File: src/quad_pot_cfg.svh
// constants for the quad potentiometer wiper and setting register logic
// What this block does
// sample incoming bits on serial clock rise
// change read data after serial clock falls
// data line only pulled low, else released
// straps are low address nibble; must match
// master addresses at most sixteen distinct devices
// write protect low blocks nonvolatile writes
// four 8-bit wipers decode to 256 taps
// write-wiper loads wiper from serial byte
// transfer loads wiper from chosen setting slot
// step command moves wiper one position per clock rise
// power-up loads wiper from slot zero
// wiper value is lost at power-down
// four 8-bit settings per channel, read/write
// copy between setting and wiper both ways
// setting changes finish within 10 ms
// all eight setting bits stored, general use
// ignore bus, no ID ack while writing
// instruction: opcode, slot bits, channel bits
// ack ID, instruction and write data bytes
// global transfer loads all four wipers
// write protect never blocks wiper loads
`ifndef QUAD_POT_CFG_SVH
`define QUAD_POT_CFG_SVH

`define CLK_FREQ_HZ       100000000
`define NV_WRITE_MS       10
`define NV_WRITE_CYCLES   (`NV_WRITE_MS * (`CLK_FREQ_HZ / 1000))

`define CHANNELS          4
`define SLOTS             4
`define TAPS              256
`define SETTING_INIT      8'h80

`define OP_GLOBAL_XFR     4'h1
`define OP_STEP           4'h2
`define OP_READ_WIPER     4'h9
`define OP_WRITE_WIPER    4'hA
`define OP_READ_SETTING   4'hB
`define OP_WRITE_SETTING  4'hC
`define OP_XFR_TO_WIPER   4'hD
`define OP_XFR_TO_SETTING 4'hE

`define ID_OPCODE_MSB     7
`define ID_OPCODE_LSB     4
`define ACK_SLOT          4'h8
`define LAST_BIT          4'h7

`endif

File: src/quad_pot_pkg.sv
// types shared by the quad potentiometer register logic
package quad_pot_pkg;

	typedef enum {
		S_IDLE,
		S_ID,
		S_INSTR,
		S_WDATA,
		S_STEP,
		S_RDATA,
		S_RACK,
		S_WAIT
	} bus_state_t;

	typedef struct packed {
		logic [3:0] opcode;
		logic       slot_select_hi;
		logic       slot_select_lo;
		logic       channel_select_hi;
		logic       channel_select_lo;
	} instr_t;

	typedef struct packed {
		logic [3:0] addr;
		logic [7:0] data;
	} nv_write_t;

	typedef struct packed {
		logic scl_rise;
		logic scl_fall;
		logic start_det;
		logic stop_det;
		logic sda_level;
	} bus_events_t;

endpackage : quad_pot_pkg

File: src/nv_setting_store.sv
// nonvolatile setting array with write cycle timer
`timescale 1ns/1ps
`default_nettype none
`include "quad_pot_cfg.svh"
module nv_setting_store #(
	parameter int NV_WRITE_CYCLES = `NV_WRITE_CYCLES
) (
	input  wire logic                     clk,
	input  wire logic                     reset,
	input  wire logic                     wr_req,
	input  wire quad_pot_pkg::nv_write_t  wr_cmd,
	output logic                          busy,
	output logic [15:0][7:0]              settings
);
	logic [7:0]               mem_r [16] = '{default: `SETTING_INIT};
	quad_pot_pkg::nv_write_t  cmd_r;
	logic [31:0]              timer_r;
	logic                     busy_r;

	// contents survive reset: only a completed write cycle changes them
	always_ff @(posedge clk) begin
		if (busy_r && timer_r == 32'h0)
			mem_r[cmd_r.addr] <= cmd_r.data;
	end

	always_ff @(posedge clk) begin
		if (reset) begin
			busy_r  <= 1'b0;
			timer_r <= 32'h0;
			cmd_r   <= '0;
		end else if (busy_r) begin
			timer_r <= timer_r - 32'h1;
			if (timer_r == 32'h0)
				busy_r <= 1'b0;
		end else if (wr_req) begin
			busy_r  <= 1'b1;
			cmd_r   <= wr_cmd;
			timer_r <= 32'(NV_WRITE_CYCLES - 1);
		end
	end

	assign busy = busy_r;

	generate
		for (genvar i = 0; i < 16; i++) begin : g_rd
			assign settings[i] = mem_r[i];
		end
	endgenerate
endmodule : nv_setting_store
`default_nettype wire

File: src/quad_pot_wiper_registers.sv
// serial slave, wiper registers and tap decode of the quad potentiometer
`timescale 1ns/1ps
`default_nettype none
`include "quad_pot_cfg.svh"
module quad_pot_wiper_registers #(
	parameter int         NV_WRITE_CYCLES = `NV_WRITE_CYCLES,
	parameter logic [3:0] DEVICE_TYPE_ID  = 4'hA // arbitrary value
) (
	input  wire logic              clk,
	input  wire logic              reset,
	input  wire logic              scl,
	input  wire logic              sda_in,
	output logic                   sda_out,
	output logic                   sda_oe,
	input  wire logic [3:0]        board_address_straps,
	input  wire logic              write_protect_n,
	output logic [3:0][7:0]        wiper_position_reg,
	output logic [3:0][255:0]      tap_select,
	output logic                   nv_busy
);
	quad_pot_pkg::bus_events_t  ev;
	quad_pot_pkg::bus_state_t   state_r;
	quad_pot_pkg::bus_state_t   next_state_r;
	quad_pot_pkg::bus_state_t   nxt_now;
	quad_pot_pkg::instr_t       instr_r;
	quad_pot_pkg::instr_t       instr_in;
	quad_pot_pkg::nv_write_t    pend_r;
	logic [3:0]                 bit_cnt_r;
	logic [7:0]                 shift_r;
	logic                       ack_ok_r;
	logic                       ack_on_r;
	logic                       acked_r;
	logic                       sda_drive_r;
	logic [7:0]                 rbyte_r;
	logic [7:0]                 wiper_r [4];
	logic [3:0][255:0]          tap_r;
	logic                       pend_valid_r;
	logic [3:0]                 strap_s1;
	logic [3:0]                 strap_s2;
	logic                       wp_s1;
	logic                       wp_s2;
	logic [15:0][7:0]           settings;
	logic                       busy;

	wire [7:0] byte_in   = {shift_r[6:0], ev.sda_level};
	wire       rx_state  = (state_r == quad_pot_pkg::S_ID) || (state_r == quad_pot_pkg::S_INSTR) ||
	                       (state_r == quad_pot_pkg::S_WDATA);
	wire       byte_done = ev.scl_rise && rx_state && bit_cnt_r == `LAST_BIT;
	wire       id_match  = byte_in == {DEVICE_TYPE_ID, strap_s2};
	wire [1:0] ch_in     = {instr_in.channel_select_hi, instr_in.channel_select_lo};
	wire [1:0] slot_in   = {instr_in.slot_select_hi, instr_in.slot_select_lo};
	wire [1:0] ch_r      = {instr_r.channel_select_hi, instr_r.channel_select_lo};
	wire [1:0] slot_r    = {instr_r.slot_select_hi, instr_r.slot_select_lo};
	wire       instr_done = byte_done && state_r == quad_pot_pkg::S_INSTR && instr_ok(instr_in);
	wire       wdata_done = byte_done && state_r == quad_pot_pkg::S_WDATA;
	wire       step_now   = ev.scl_rise && state_r == quad_pot_pkg::S_STEP;
	wire       ack_ok_now = (state_r == quad_pot_pkg::S_ID) ? id_match :
	                        (state_r == quad_pot_pkg::S_INSTR) ? instr_ok(instr_in) : 1'b1;
	wire       nv_wr_req  = ev.stop_det && pend_valid_r && wp_s2;

	assign instr_in = quad_pot_pkg::instr_t'(byte_in);

	// instruction legality; global transfer needs both channel bits clear
	function automatic logic instr_ok(input quad_pot_pkg::instr_t i);
		case (i.opcode)
			`OP_STEP, `OP_READ_WIPER, `OP_WRITE_WIPER, `OP_READ_SETTING,
			`OP_WRITE_SETTING, `OP_XFR_TO_WIPER, `OP_XFR_TO_SETTING: instr_ok = 1'b1;
			`OP_GLOBAL_XFR: instr_ok = !i.channel_select_hi && !i.channel_select_lo;
			default: instr_ok = 1'b0;
		endcase
	endfunction : instr_ok

	function automatic logic [3:0] slot_index(input logic [1:0] ch, input logic [1:0] slot);
		slot_index = {ch, slot};
	endfunction : slot_index

	// one step up for a high data bit, down for low, clamped at the ends
	function automatic logic [7:0] step_value(input logic [7:0] w, input logic up);
		if (up)
			step_value = (w == 8'hFF) ? w : w + 8'h01;
		else
			step_value = (w == 8'h00) ? w : w - 8'h01;
	endfunction : step_value

	always_comb begin
		nxt_now = quad_pot_pkg::S_WAIT;
		case (state_r)
			quad_pot_pkg::S_ID: nxt_now = quad_pot_pkg::S_INSTR;
			quad_pot_pkg::S_WDATA: nxt_now = quad_pot_pkg::S_WDATA;
			quad_pot_pkg::S_INSTR: begin
				case (instr_in.opcode)
					`OP_READ_WIPER, `OP_READ_SETTING: nxt_now = quad_pot_pkg::S_RDATA;
					`OP_WRITE_WIPER, `OP_WRITE_SETTING: nxt_now = quad_pot_pkg::S_WDATA;
					`OP_STEP: nxt_now = quad_pot_pkg::S_STEP;
					default: nxt_now = quad_pot_pkg::S_WAIT;
				endcase
			end
			default: nxt_now = quad_pot_pkg::S_WAIT;
		endcase
	end

	serial_bit_port u_port (
		.clk    (clk),
		.reset  (reset),
		.scl    (scl),
		.sda_in (sda_in),
		.events (ev)
	);

	nv_setting_store #(
		.NV_WRITE_CYCLES (NV_WRITE_CYCLES)
	) u_store (
		.clk      (clk),
		.reset    (reset),
		.wr_req   (nv_wr_req),
		.wr_cmd   (pend_r),
		.busy     (busy),
		.settings (settings)
	);

	always_ff @(posedge clk) begin
		if (reset) begin
			strap_s1 <= 4'h0;
			strap_s2 <= 4'h0;
			wp_s1    <= 1'b0;
			wp_s2    <= 1'b0;
		end else begin
			strap_s1 <= board_address_straps;
			strap_s2 <= strap_s1;
			wp_s1    <= write_protect_n;
			wp_s2    <= wp_s1;
		end
	end

	// bus sequencer: byte reception, acknowledge slots and read shifting
	always_ff @(posedge clk) begin
		if (reset) begin
			state_r      <= quad_pot_pkg::S_IDLE;
			next_state_r <= quad_pot_pkg::S_IDLE;
			bit_cnt_r    <= 4'h0;
			shift_r      <= 8'h00;
			ack_ok_r     <= 1'b0;
			ack_on_r     <= 1'b0;
			acked_r      <= 1'b0;
			sda_drive_r  <= 1'b0;
		end else if (ev.stop_det) begin
			state_r     <= quad_pot_pkg::S_IDLE;
			sda_drive_r <= 1'b0;
			ack_on_r    <= 1'b0;
		end else if (ev.start_det) begin
			state_r     <= busy ? quad_pot_pkg::S_IDLE : quad_pot_pkg::S_ID;
			bit_cnt_r   <= 4'h0;
			sda_drive_r <= 1'b0;
			ack_on_r    <= 1'b0;
			acked_r     <= 1'b0;
		end else begin
			case (state_r)
				quad_pot_pkg::S_ID, quad_pot_pkg::S_INSTR, quad_pot_pkg::S_WDATA: begin
					if (ev.scl_rise && bit_cnt_r < `ACK_SLOT) begin
						shift_r   <= byte_in;
						bit_cnt_r <= bit_cnt_r + 4'h1;
						if (bit_cnt_r == `LAST_BIT) begin
							ack_ok_r     <= ack_ok_now;
							next_state_r <= nxt_now;
						end
					end
					if (ev.scl_fall && bit_cnt_r == `ACK_SLOT) begin
						if (!ack_on_r) begin
							if (ack_ok_r) begin
								sda_drive_r <= 1'b1;
								ack_on_r    <= 1'b1;
							end else begin
								state_r <= quad_pot_pkg::S_WAIT;
							end
						end else begin
							sda_drive_r <= (next_state_r == quad_pot_pkg::S_RDATA) && !rbyte_r[7];
							ack_on_r    <= 1'b0;
							bit_cnt_r   <= 4'h0;
							state_r     <= next_state_r;
						end
					end
				end
				quad_pot_pkg::S_RDATA: begin
					if (ev.scl_rise && bit_cnt_r < `ACK_SLOT)
						bit_cnt_r <= bit_cnt_r + 4'h1;
					if (ev.scl_fall) begin
						if (bit_cnt_r == `ACK_SLOT) begin
							sda_drive_r <= 1'b0;
							state_r     <= quad_pot_pkg::S_RACK;
						end else begin
							sda_drive_r <= !rbyte_r[3'(`LAST_BIT - bit_cnt_r)];
						end
					end
				end
				quad_pot_pkg::S_RACK: begin
					if (ev.scl_rise) begin
						if (!ev.sda_level)
							acked_r <= 1'b1;
						else
							state_r <= quad_pot_pkg::S_WAIT;
					end
					if (ev.scl_fall && acked_r) begin
						acked_r     <= 1'b0;
						bit_cnt_r   <= 4'h0;
						sda_drive_r <= !rbyte_r[7];
						state_r     <= quad_pot_pkg::S_RDATA;
					end
				end
				default: begin
					sda_drive_r <= 1'b0;
				end
			endcase
		end
	end

	// instruction register, read byte and pending nonvolatile write
	always_ff @(posedge clk) begin
		if (reset) begin
			instr_r      <= '0;
			rbyte_r      <= 8'h00;
			pend_r       <= '0;
			pend_valid_r <= 1'b0;
		end else begin
			if (ev.stop_det)
				pend_valid_r <= 1'b0;
			if (instr_done) begin
				instr_r <= instr_in;
				if (instr_in.opcode == `OP_READ_WIPER)
					rbyte_r <= wiper_r[ch_in];
				else
					rbyte_r <= settings[slot_index(ch_in, slot_in)];
				if (instr_in.opcode == `OP_XFR_TO_SETTING) begin
					pend_r       <= '{addr: slot_index(ch_in, slot_in), data: wiper_r[ch_in]};
					pend_valid_r <= 1'b1;
				end
			end
			if (wdata_done && instr_r.opcode == `OP_WRITE_SETTING) begin
				pend_r       <= '{addr: slot_index(ch_r, slot_r), data: byte_in};
				pend_valid_r <= 1'b1;
			end
		end
	end

	// wiper registers: recall, transfers, serial load and stepping
	always_ff @(posedge clk) begin
		for (int c = 0; c < `CHANNELS; c++) begin
			if (reset)
				wiper_r[c] <= settings[slot_index(2'(c), 2'h0)];
			else if (instr_done && instr_in.opcode == `OP_GLOBAL_XFR)
				wiper_r[c] <= settings[slot_index(2'(c), slot_in)];
			else if (instr_done && instr_in.opcode == `OP_XFR_TO_WIPER && ch_in == 2'(c))
				wiper_r[c] <= settings[slot_index(ch_in, slot_in)];
			else if (wdata_done && instr_r.opcode == `OP_WRITE_WIPER && ch_r == 2'(c))
				wiper_r[c] <= byte_in;
			else if (step_now && ch_r == 2'(c))
				wiper_r[c] <= step_value(wiper_r[c], ev.sda_level);
		end
	end

	always_ff @(posedge clk) begin
		for (int c = 0; c < `CHANNELS; c++) begin
			if (reset)
				tap_r[c] <= 256'h0;
			else
				tap_r[c] <= 256'h1 << wiper_r[c];
		end
	end

	generate
		for (genvar c = 0; c < `CHANNELS; c++) begin : g_out
			assign wiper_position_reg[c] = wiper_r[c];
		end
	endgenerate

	assign tap_select = tap_r;
	assign sda_out    = 1'b0;
	assign sda_oe     = sda_drive_r;
	assign nv_busy    = busy;
endmodule : quad_pot_wiper_registers
`default_nettype wire

File: src/serial_bit_port.sv
// synchronises the serial pins and reports edges, start and stop
`timescale 1ns/1ps
`default_nettype none
module serial_bit_port (
	input  wire logic                  clk,
	input  wire logic                  reset,
	input  wire logic                  scl,
	input  wire logic                  sda_in,
	output quad_pot_pkg::bus_events_t  events
);
	logic [2:0] scl_r;
	logic [2:0] sda_r;

	// stage 0 feeds only stage 1; edges look at stages 1 and 2
	always_ff @(posedge clk) begin
		if (reset) begin
			scl_r <= 3'h7;
			sda_r <= 3'h7;
		end else begin
			scl_r <= {scl_r[1:0], scl};
			sda_r <= {sda_r[1:0], sda_in};
		end
	end

	assign events.scl_rise  = scl_r[1] & ~scl_r[2];
	assign events.scl_fall  = ~scl_r[1] & scl_r[2];
	assign events.start_det = scl_r[1] & scl_r[2] & ~sda_r[1] & sda_r[2];
	assign events.stop_det  = scl_r[1] & scl_r[2] & sda_r[1] & ~sda_r[2];
	assign events.sda_level = sda_r[1];
endmodule : serial_bit_port
`default_nettype wire

File: config.mk
export PLATFORM = sky130hd
export DESIGN_NAME = quad_pot_wiper_registers
export DESIGN_NICKNAME = d
export VERILOG_FILES = /design/src/quad_pot_pkg.sv /design/src/nv_setting_store.sv /design/src/quad_pot_wiper_registers.sv /design/src/serial_bit_port.sv
export VERILOG_INCLUDE_DIRS = /design/src
export SDC_FILE = /design/constraint.sdc
export NUM_CORES = 2
export LEC_CHECK = 0
export BUFFER_PORTS_ARGS = -buffer_cell sky130_fd_sc_hd__buf_2
export CORE_AREA = 2 2 411 413
export DETAILED_ROUTE_END_ITERATION = 8
export DIE_AREA = 0 0 413 415
export GPL_TIMING_DRIVEN = 0
export SLEW_MARGIN = 20
export SYNTH_ARGS = -nofsm -noshare
export SYNTH_HDL_FRONTEND = slang
export SYNTH_HIERARCHICAL = 1
export SYNTH_SLANG_ARGS = --single-unit
File: constraint.sdc
create_clock -name clk -period 8.14 [get_ports clk]
set_input_delay 0.814 -clock clk [delete_from_list [all_inputs] [get_ports clk]]
set_output_delay 0.814 -clock clk [all_outputs]
set_load 0.02 [all_outputs]
======== Word level (Yosys, flattened, before mapping) ========
Memories as Yosys holds them, arrays and structs flattened.
Cells that the tools add are included.
storage, ports and cells
  register bits ........................... 1193
  bits in latches ......................... 0
  RAM bits ................................ 160
  ROM bits ................................ 0
  output and inout bits ................... 1059
  memories ................................ 2
memory list
  name           words  bits a word  rd ports  clocked after Yosys merged registers in  write ports  RTL line                        source
  u_store.mem_r  16     8            16        0                                        1            nv_setting_store.sv:15          logic [7:0] mem_r [16] = '{default: `SETTING_INIT};
  wiper_r        4      8            5         0                                        4            quad_pot_wiper_registers.sv:35  logic [7:0] wiper_r [4];
cells by class
  $add $sub $neg .......................... 11
  multiply operators ...................... 0
  div/mod/pow operators ................... 0
  $lt $le $gt $ge ......................... 7
  equal/unequal tests ..................... 45
  shift-type cells ........................ 4
  muxes and demuxes ....................... 176
  bitwise gates (word level) .............. 30
  reduce and logical (&&, ||, !) cells .... 64
operators with widths
  operator                                                               count
  1-bit by 8-bit left shift with 256-bit output (first input constant)   4
  8-bit 2-to-1 mux                                                       54
  32-bit 2-to-1 mux                                                      11
  32-bit by 3-bit == test with 1-bit output (second input constant)      4
  32-bit by 2-bit == test with 1-bit output (second input constant)      3
  32-bit case mux with 3 select lines                                    1
  1-bit 2-to-1 mux                                                       91
  8-bit binary-select mux with 2-bit select                              4
  32-bit by 4-bit == test with 1-bit output (second input constant)      2
  4-bit == test (second input constant)                                  9
  12-bit 2-to-1 mux                                                      3
  8-bit by 1-bit adder with 8-bit output (second input constant)         4
  8-bit binary-select mux with 4-bit select                              1
  32-bit by 1-bit == test with 1-bit output (second input constant)      1
  8-bit == test (second input constant)                                  4
  32-bit logical NOT                                                     1
  8-bit logical NOT                                                      4
  32-bit by 1-bit subtractor with 32-bit output (second input constant)  1
  8-bit by 1-bit subtractor with 8-bit output (second input constant)    4
  1-bit logical AND                                                      30
  4-bit 2-to-1 mux                                                       5
  3-bit inequality test (second input constant)                          6
  3-bit case mux with 3 select lines                                     2
  1-bit bitwise OR                                                       16
  36 further kinds                                                       72

======== Longest topological paths before layout ========
  word-level depth ........................ 16
  depth in mapped cells ................... 10

======== By module ========
Netlist, hierarchy kept.
modules (own cells, without submodules)
  module                    instances  cells an instance  area an instance (sq um)  seq. area each (sq um)
  quad_pot_wiper_registers  1          3217               33582.2                   22661.7
  nv_setting_store          1          408                6099.6                    4744.6
  serial_bit_port           1          17                 197.7                     120.1

======== Worst setup path after synthesis ========
OpenSTA, ideal clock, no wires.
  kind .................................... register -> register
  start point ............................. register u_port.sda_r[1]
  end point ............................... memory wiper_r[1][6] (data pin)
  setup time .............................. 266 ps
  data arrival time ....................... 3011 ps
  data required time ...................... 7874 ps
  path slack .............................. 4862 ps
  cell stages (with the launch flop) ...... 11
  path buffers ............................ 3
  clock period less this slack ............ 3278 ps
  path through ............................ dfxtp_1 > buf_4 > clkbuf_1 > clkbuf_1 > inv_1 > fa_1 > a21o_1 > a21oi_1 > nor2_1 > a311oi_1 > o22ai_1
RTL lines
  element                 RTL line                        source
  from (decl)             serial_bit_port.sv:12           logic [2:0] sda_r;
  from (signal assigned)  serial_bit_port.sv:21           sda_r <= {sda_r[1:0], sda_in};
  to (decl)               quad_pot_wiper_registers.sv:35

==> run metrics <==
Netlist Area Pre-Place 0.0399 sq mm; R2R Setup Slk 3.00 ns; endpoints failing setup 0; first-pass GRT wire length 216,000 microns; drt drc 0; Die Area 0.171 sq mm; Starting Density 23.9%; CTS H-tree depth 4; CTS max path bufs 3; Yosys cell types 82; total power 13.0 mW; max_cap viols 0; Min-Delay Path Class primary input to register; Initial DRC Count 2,650; clk sinks 1,295; Primary FF master, synth dfxtp_1; most common cell after layout, fill and taps aside dfxtp_1; Rel. slew slack 19.8%; nets 4,891; leading cell types in the layout, fill and taps excluded 1,135 x dfxtp_1, 1,118 x nor2_1, 1,082 x buf_2; Worst-Margin Slew 1.20 ns; dpl hpwl 121,000 microns; vias in the first global route 29,600; largest net degree at the start of global routing 31; clock tree from TritonCTS done; fraction of layout cells with a size suffix above 1 28.6%; Root Driver clkbuf_16; post-CTS setup buffers 0; CTS Hold Bufs 0; vias per std cell 4.43; Worst Setup Path Type register to register; post-synthesis sequential area ratio 69.0%; total grt overflow 0; post-synthesis register bit count 1,295; status complete, no violations; fmax 194 MHz; synth warn 6; via count 31,800; Core Area 0.167 sq mm; gpl congestion 0.924; Max FO, Critical Path 10; WL/cell 21.9 microns; total negative slack 0 ns; final WL 157,000 microns; Final Max Slew Viols 0; reg2reg path depth 9; clk_lat worst skew 0.79 ns; utilization after layout 31.6%; CP arrival 5.53 ns; port buffer count 1,066; Synth Net Count 3,681; Crit. End Element register; Leakage 22.0 nW; Worst Setup SP u_port/sda_r[1]$_SDFF_PP1_; peak supply drop 0.225 mV; Post-Synthesis Cells 3,642; TritonCTS Buffers 134; reg2reg start u_port/sda_r[1]$_SDFF_PP1_; die width 413 microns; Tcrit/Tclk final 63.2%; Total Routing Usage GR 17.4%; power density over the cells 247 mW/mm^2; CP endpoint wiper_r[0][0]$_DFFE_PP_; ys async rst share 0%; Pre-antenna DRT Iters 5; row count 150; IO Pins 1,068; Final Hold Fails 0; count of flip-flops with a built-in enable after synthesis 160; initial antenna violation count 10; Startpoint Class register; Clock Skews 0.0357 ns; # resized after CTS 0; syn_area_per_cell 10.9 sq um; clock transition at the registers of the reported paths 0.06 ns; FF-to-FF End wiper_r[0][0]$_DFFE_PP_; chip height 415 microns; Period minus WS final 5.14 ns; post-route ant nets 0; RSZ-0062 raised after global routing no; Layout area overhead 32.1%; CP Data Required Time 8.53 ns; HP Start sda_in
[registers in the layout (all words and copies together), names as in the netlist, 2 cells and up]
name / count
u_store/timer_r: 32
wiper_r: 32
strap_s2: 4
instr_r: 6
u_store/mem_r: 128
rbyte_r: 8
ch_r: 2
next_state_r: 3
pend_r: 12
u_port/sda_r: 3
state_r: 3
u_store/cmd_r: 12
strap_s1: 4
tap_select: 1024
bit_cnt_r: 4
u_port/scl_r: 3
shift_r: 7
[per-layer routing]
layer / GRT usage (%) / vias to the layer above / share of wire (%)
li1: - / 14500 / -
met1: 21.3 / 15500 / 40
met2: 28.3 / 1495 / 48
met3: 5.24 / 271 / 8.9
met4: 6.71 / 0 / 3.4
met5: 0 / - / 0
[per-stage QoR]
stage	instances	hold WS, ns	instance area (sq um)	setup slack, ns
2_1_floorplan	3642	0.383	39900	4.86
3_3_place_gp	6912	0.394	48000	2.65
3_5_place_dp	6920	0.400	48100	3.06
4_1_cts	7159	0.160	52600	3.05
5_1_grt	7163	0.205	52700	2.78
6_report	7167	0.239	52700	3.00
[final cells by class]
cell class	count	area, sq um
fillers	17000	114000
flip-flops and latches	1295	27500
multi-input cells	2107	11500
repair buffers	1074	5380
clock buffers	190	3900
well taps	2204	2760
plain buffers	215	860
clock inverters	49	617
inverters	25	93.8
diodes	8	20.0
[logic make-up after synthesis]
kind of cell,after synthesis,share of synthesized area [%]
other cells,1,0.00940
fa+ha+maj,30,1.02
flops,1295,69.0
compound gates,258,4.56
mux,117,4.31
buf+inv,240,2.37
xor+xnor,31,0.681
simple gates,1670,18.0
[cell usage after synthesis (28+ instances only)]
cell      count  share of area, %
a211oi_1     43              0.81
mux4_2       42               2.4
nor2_1     1118                11
clkbuf_1    191               1.8
a21oi_1      56              0.70
nand3_1      59              0.74
o21ai_0      28              0.35
nor2b_1      53              0.83
dfxtp_1    1135                57
mux2i_1      57               1.4
edfxtp_1    160                12
nor3_1       62              0.78
nand2_1     190               1.8
[worst max-delay path, stage by stage (launching register included)]
cell and delay (ns):
dfxtp_1 0.37, buf_4 0.15, clkbuf_1 0.44, clkbuf_1 0.92
buf_2 0.59, clkbuf_1 0.94, nor2_1 0.11, nand4_1 0.13
o21ai_0 0.30, a31oi_1 0.80
[where the power goes]
group | switching (mW) | internal (mW) | total (mW)
clock | 2.63 | 3.66 | 6.30
sequential | 0.0200 | 6.46 | 6.48
combinational | 0.185 | 0.0624 | 0.248
total | 2.84 | 10.2 | 13.0
[worst min-delay path by stage]
stage | cells after the start | slack (ns) | to
floorplan | 1 | 0.38 | u_port/scl_r[1]$_SDFF_PP1_
global placement | 1 | 0.39 | u_port/sda_r[1]$_SDFF_PP1_
detailed placement | 1 | 0.40 | u_port/scl_r[1]$_SDFF_PP1_
CTS | 2 | 0.16 | u_port/sda_r[0]$_SDFF_PP1_
global route | 2 | 0.21 | u_port/sda_r[0]$_SDFF_PP1_
finish | 2 | 0.24 | u_port/sda_r[0]$_SDFF_PP1_
No activity file was read; power rests on OpenSTA's default activity.
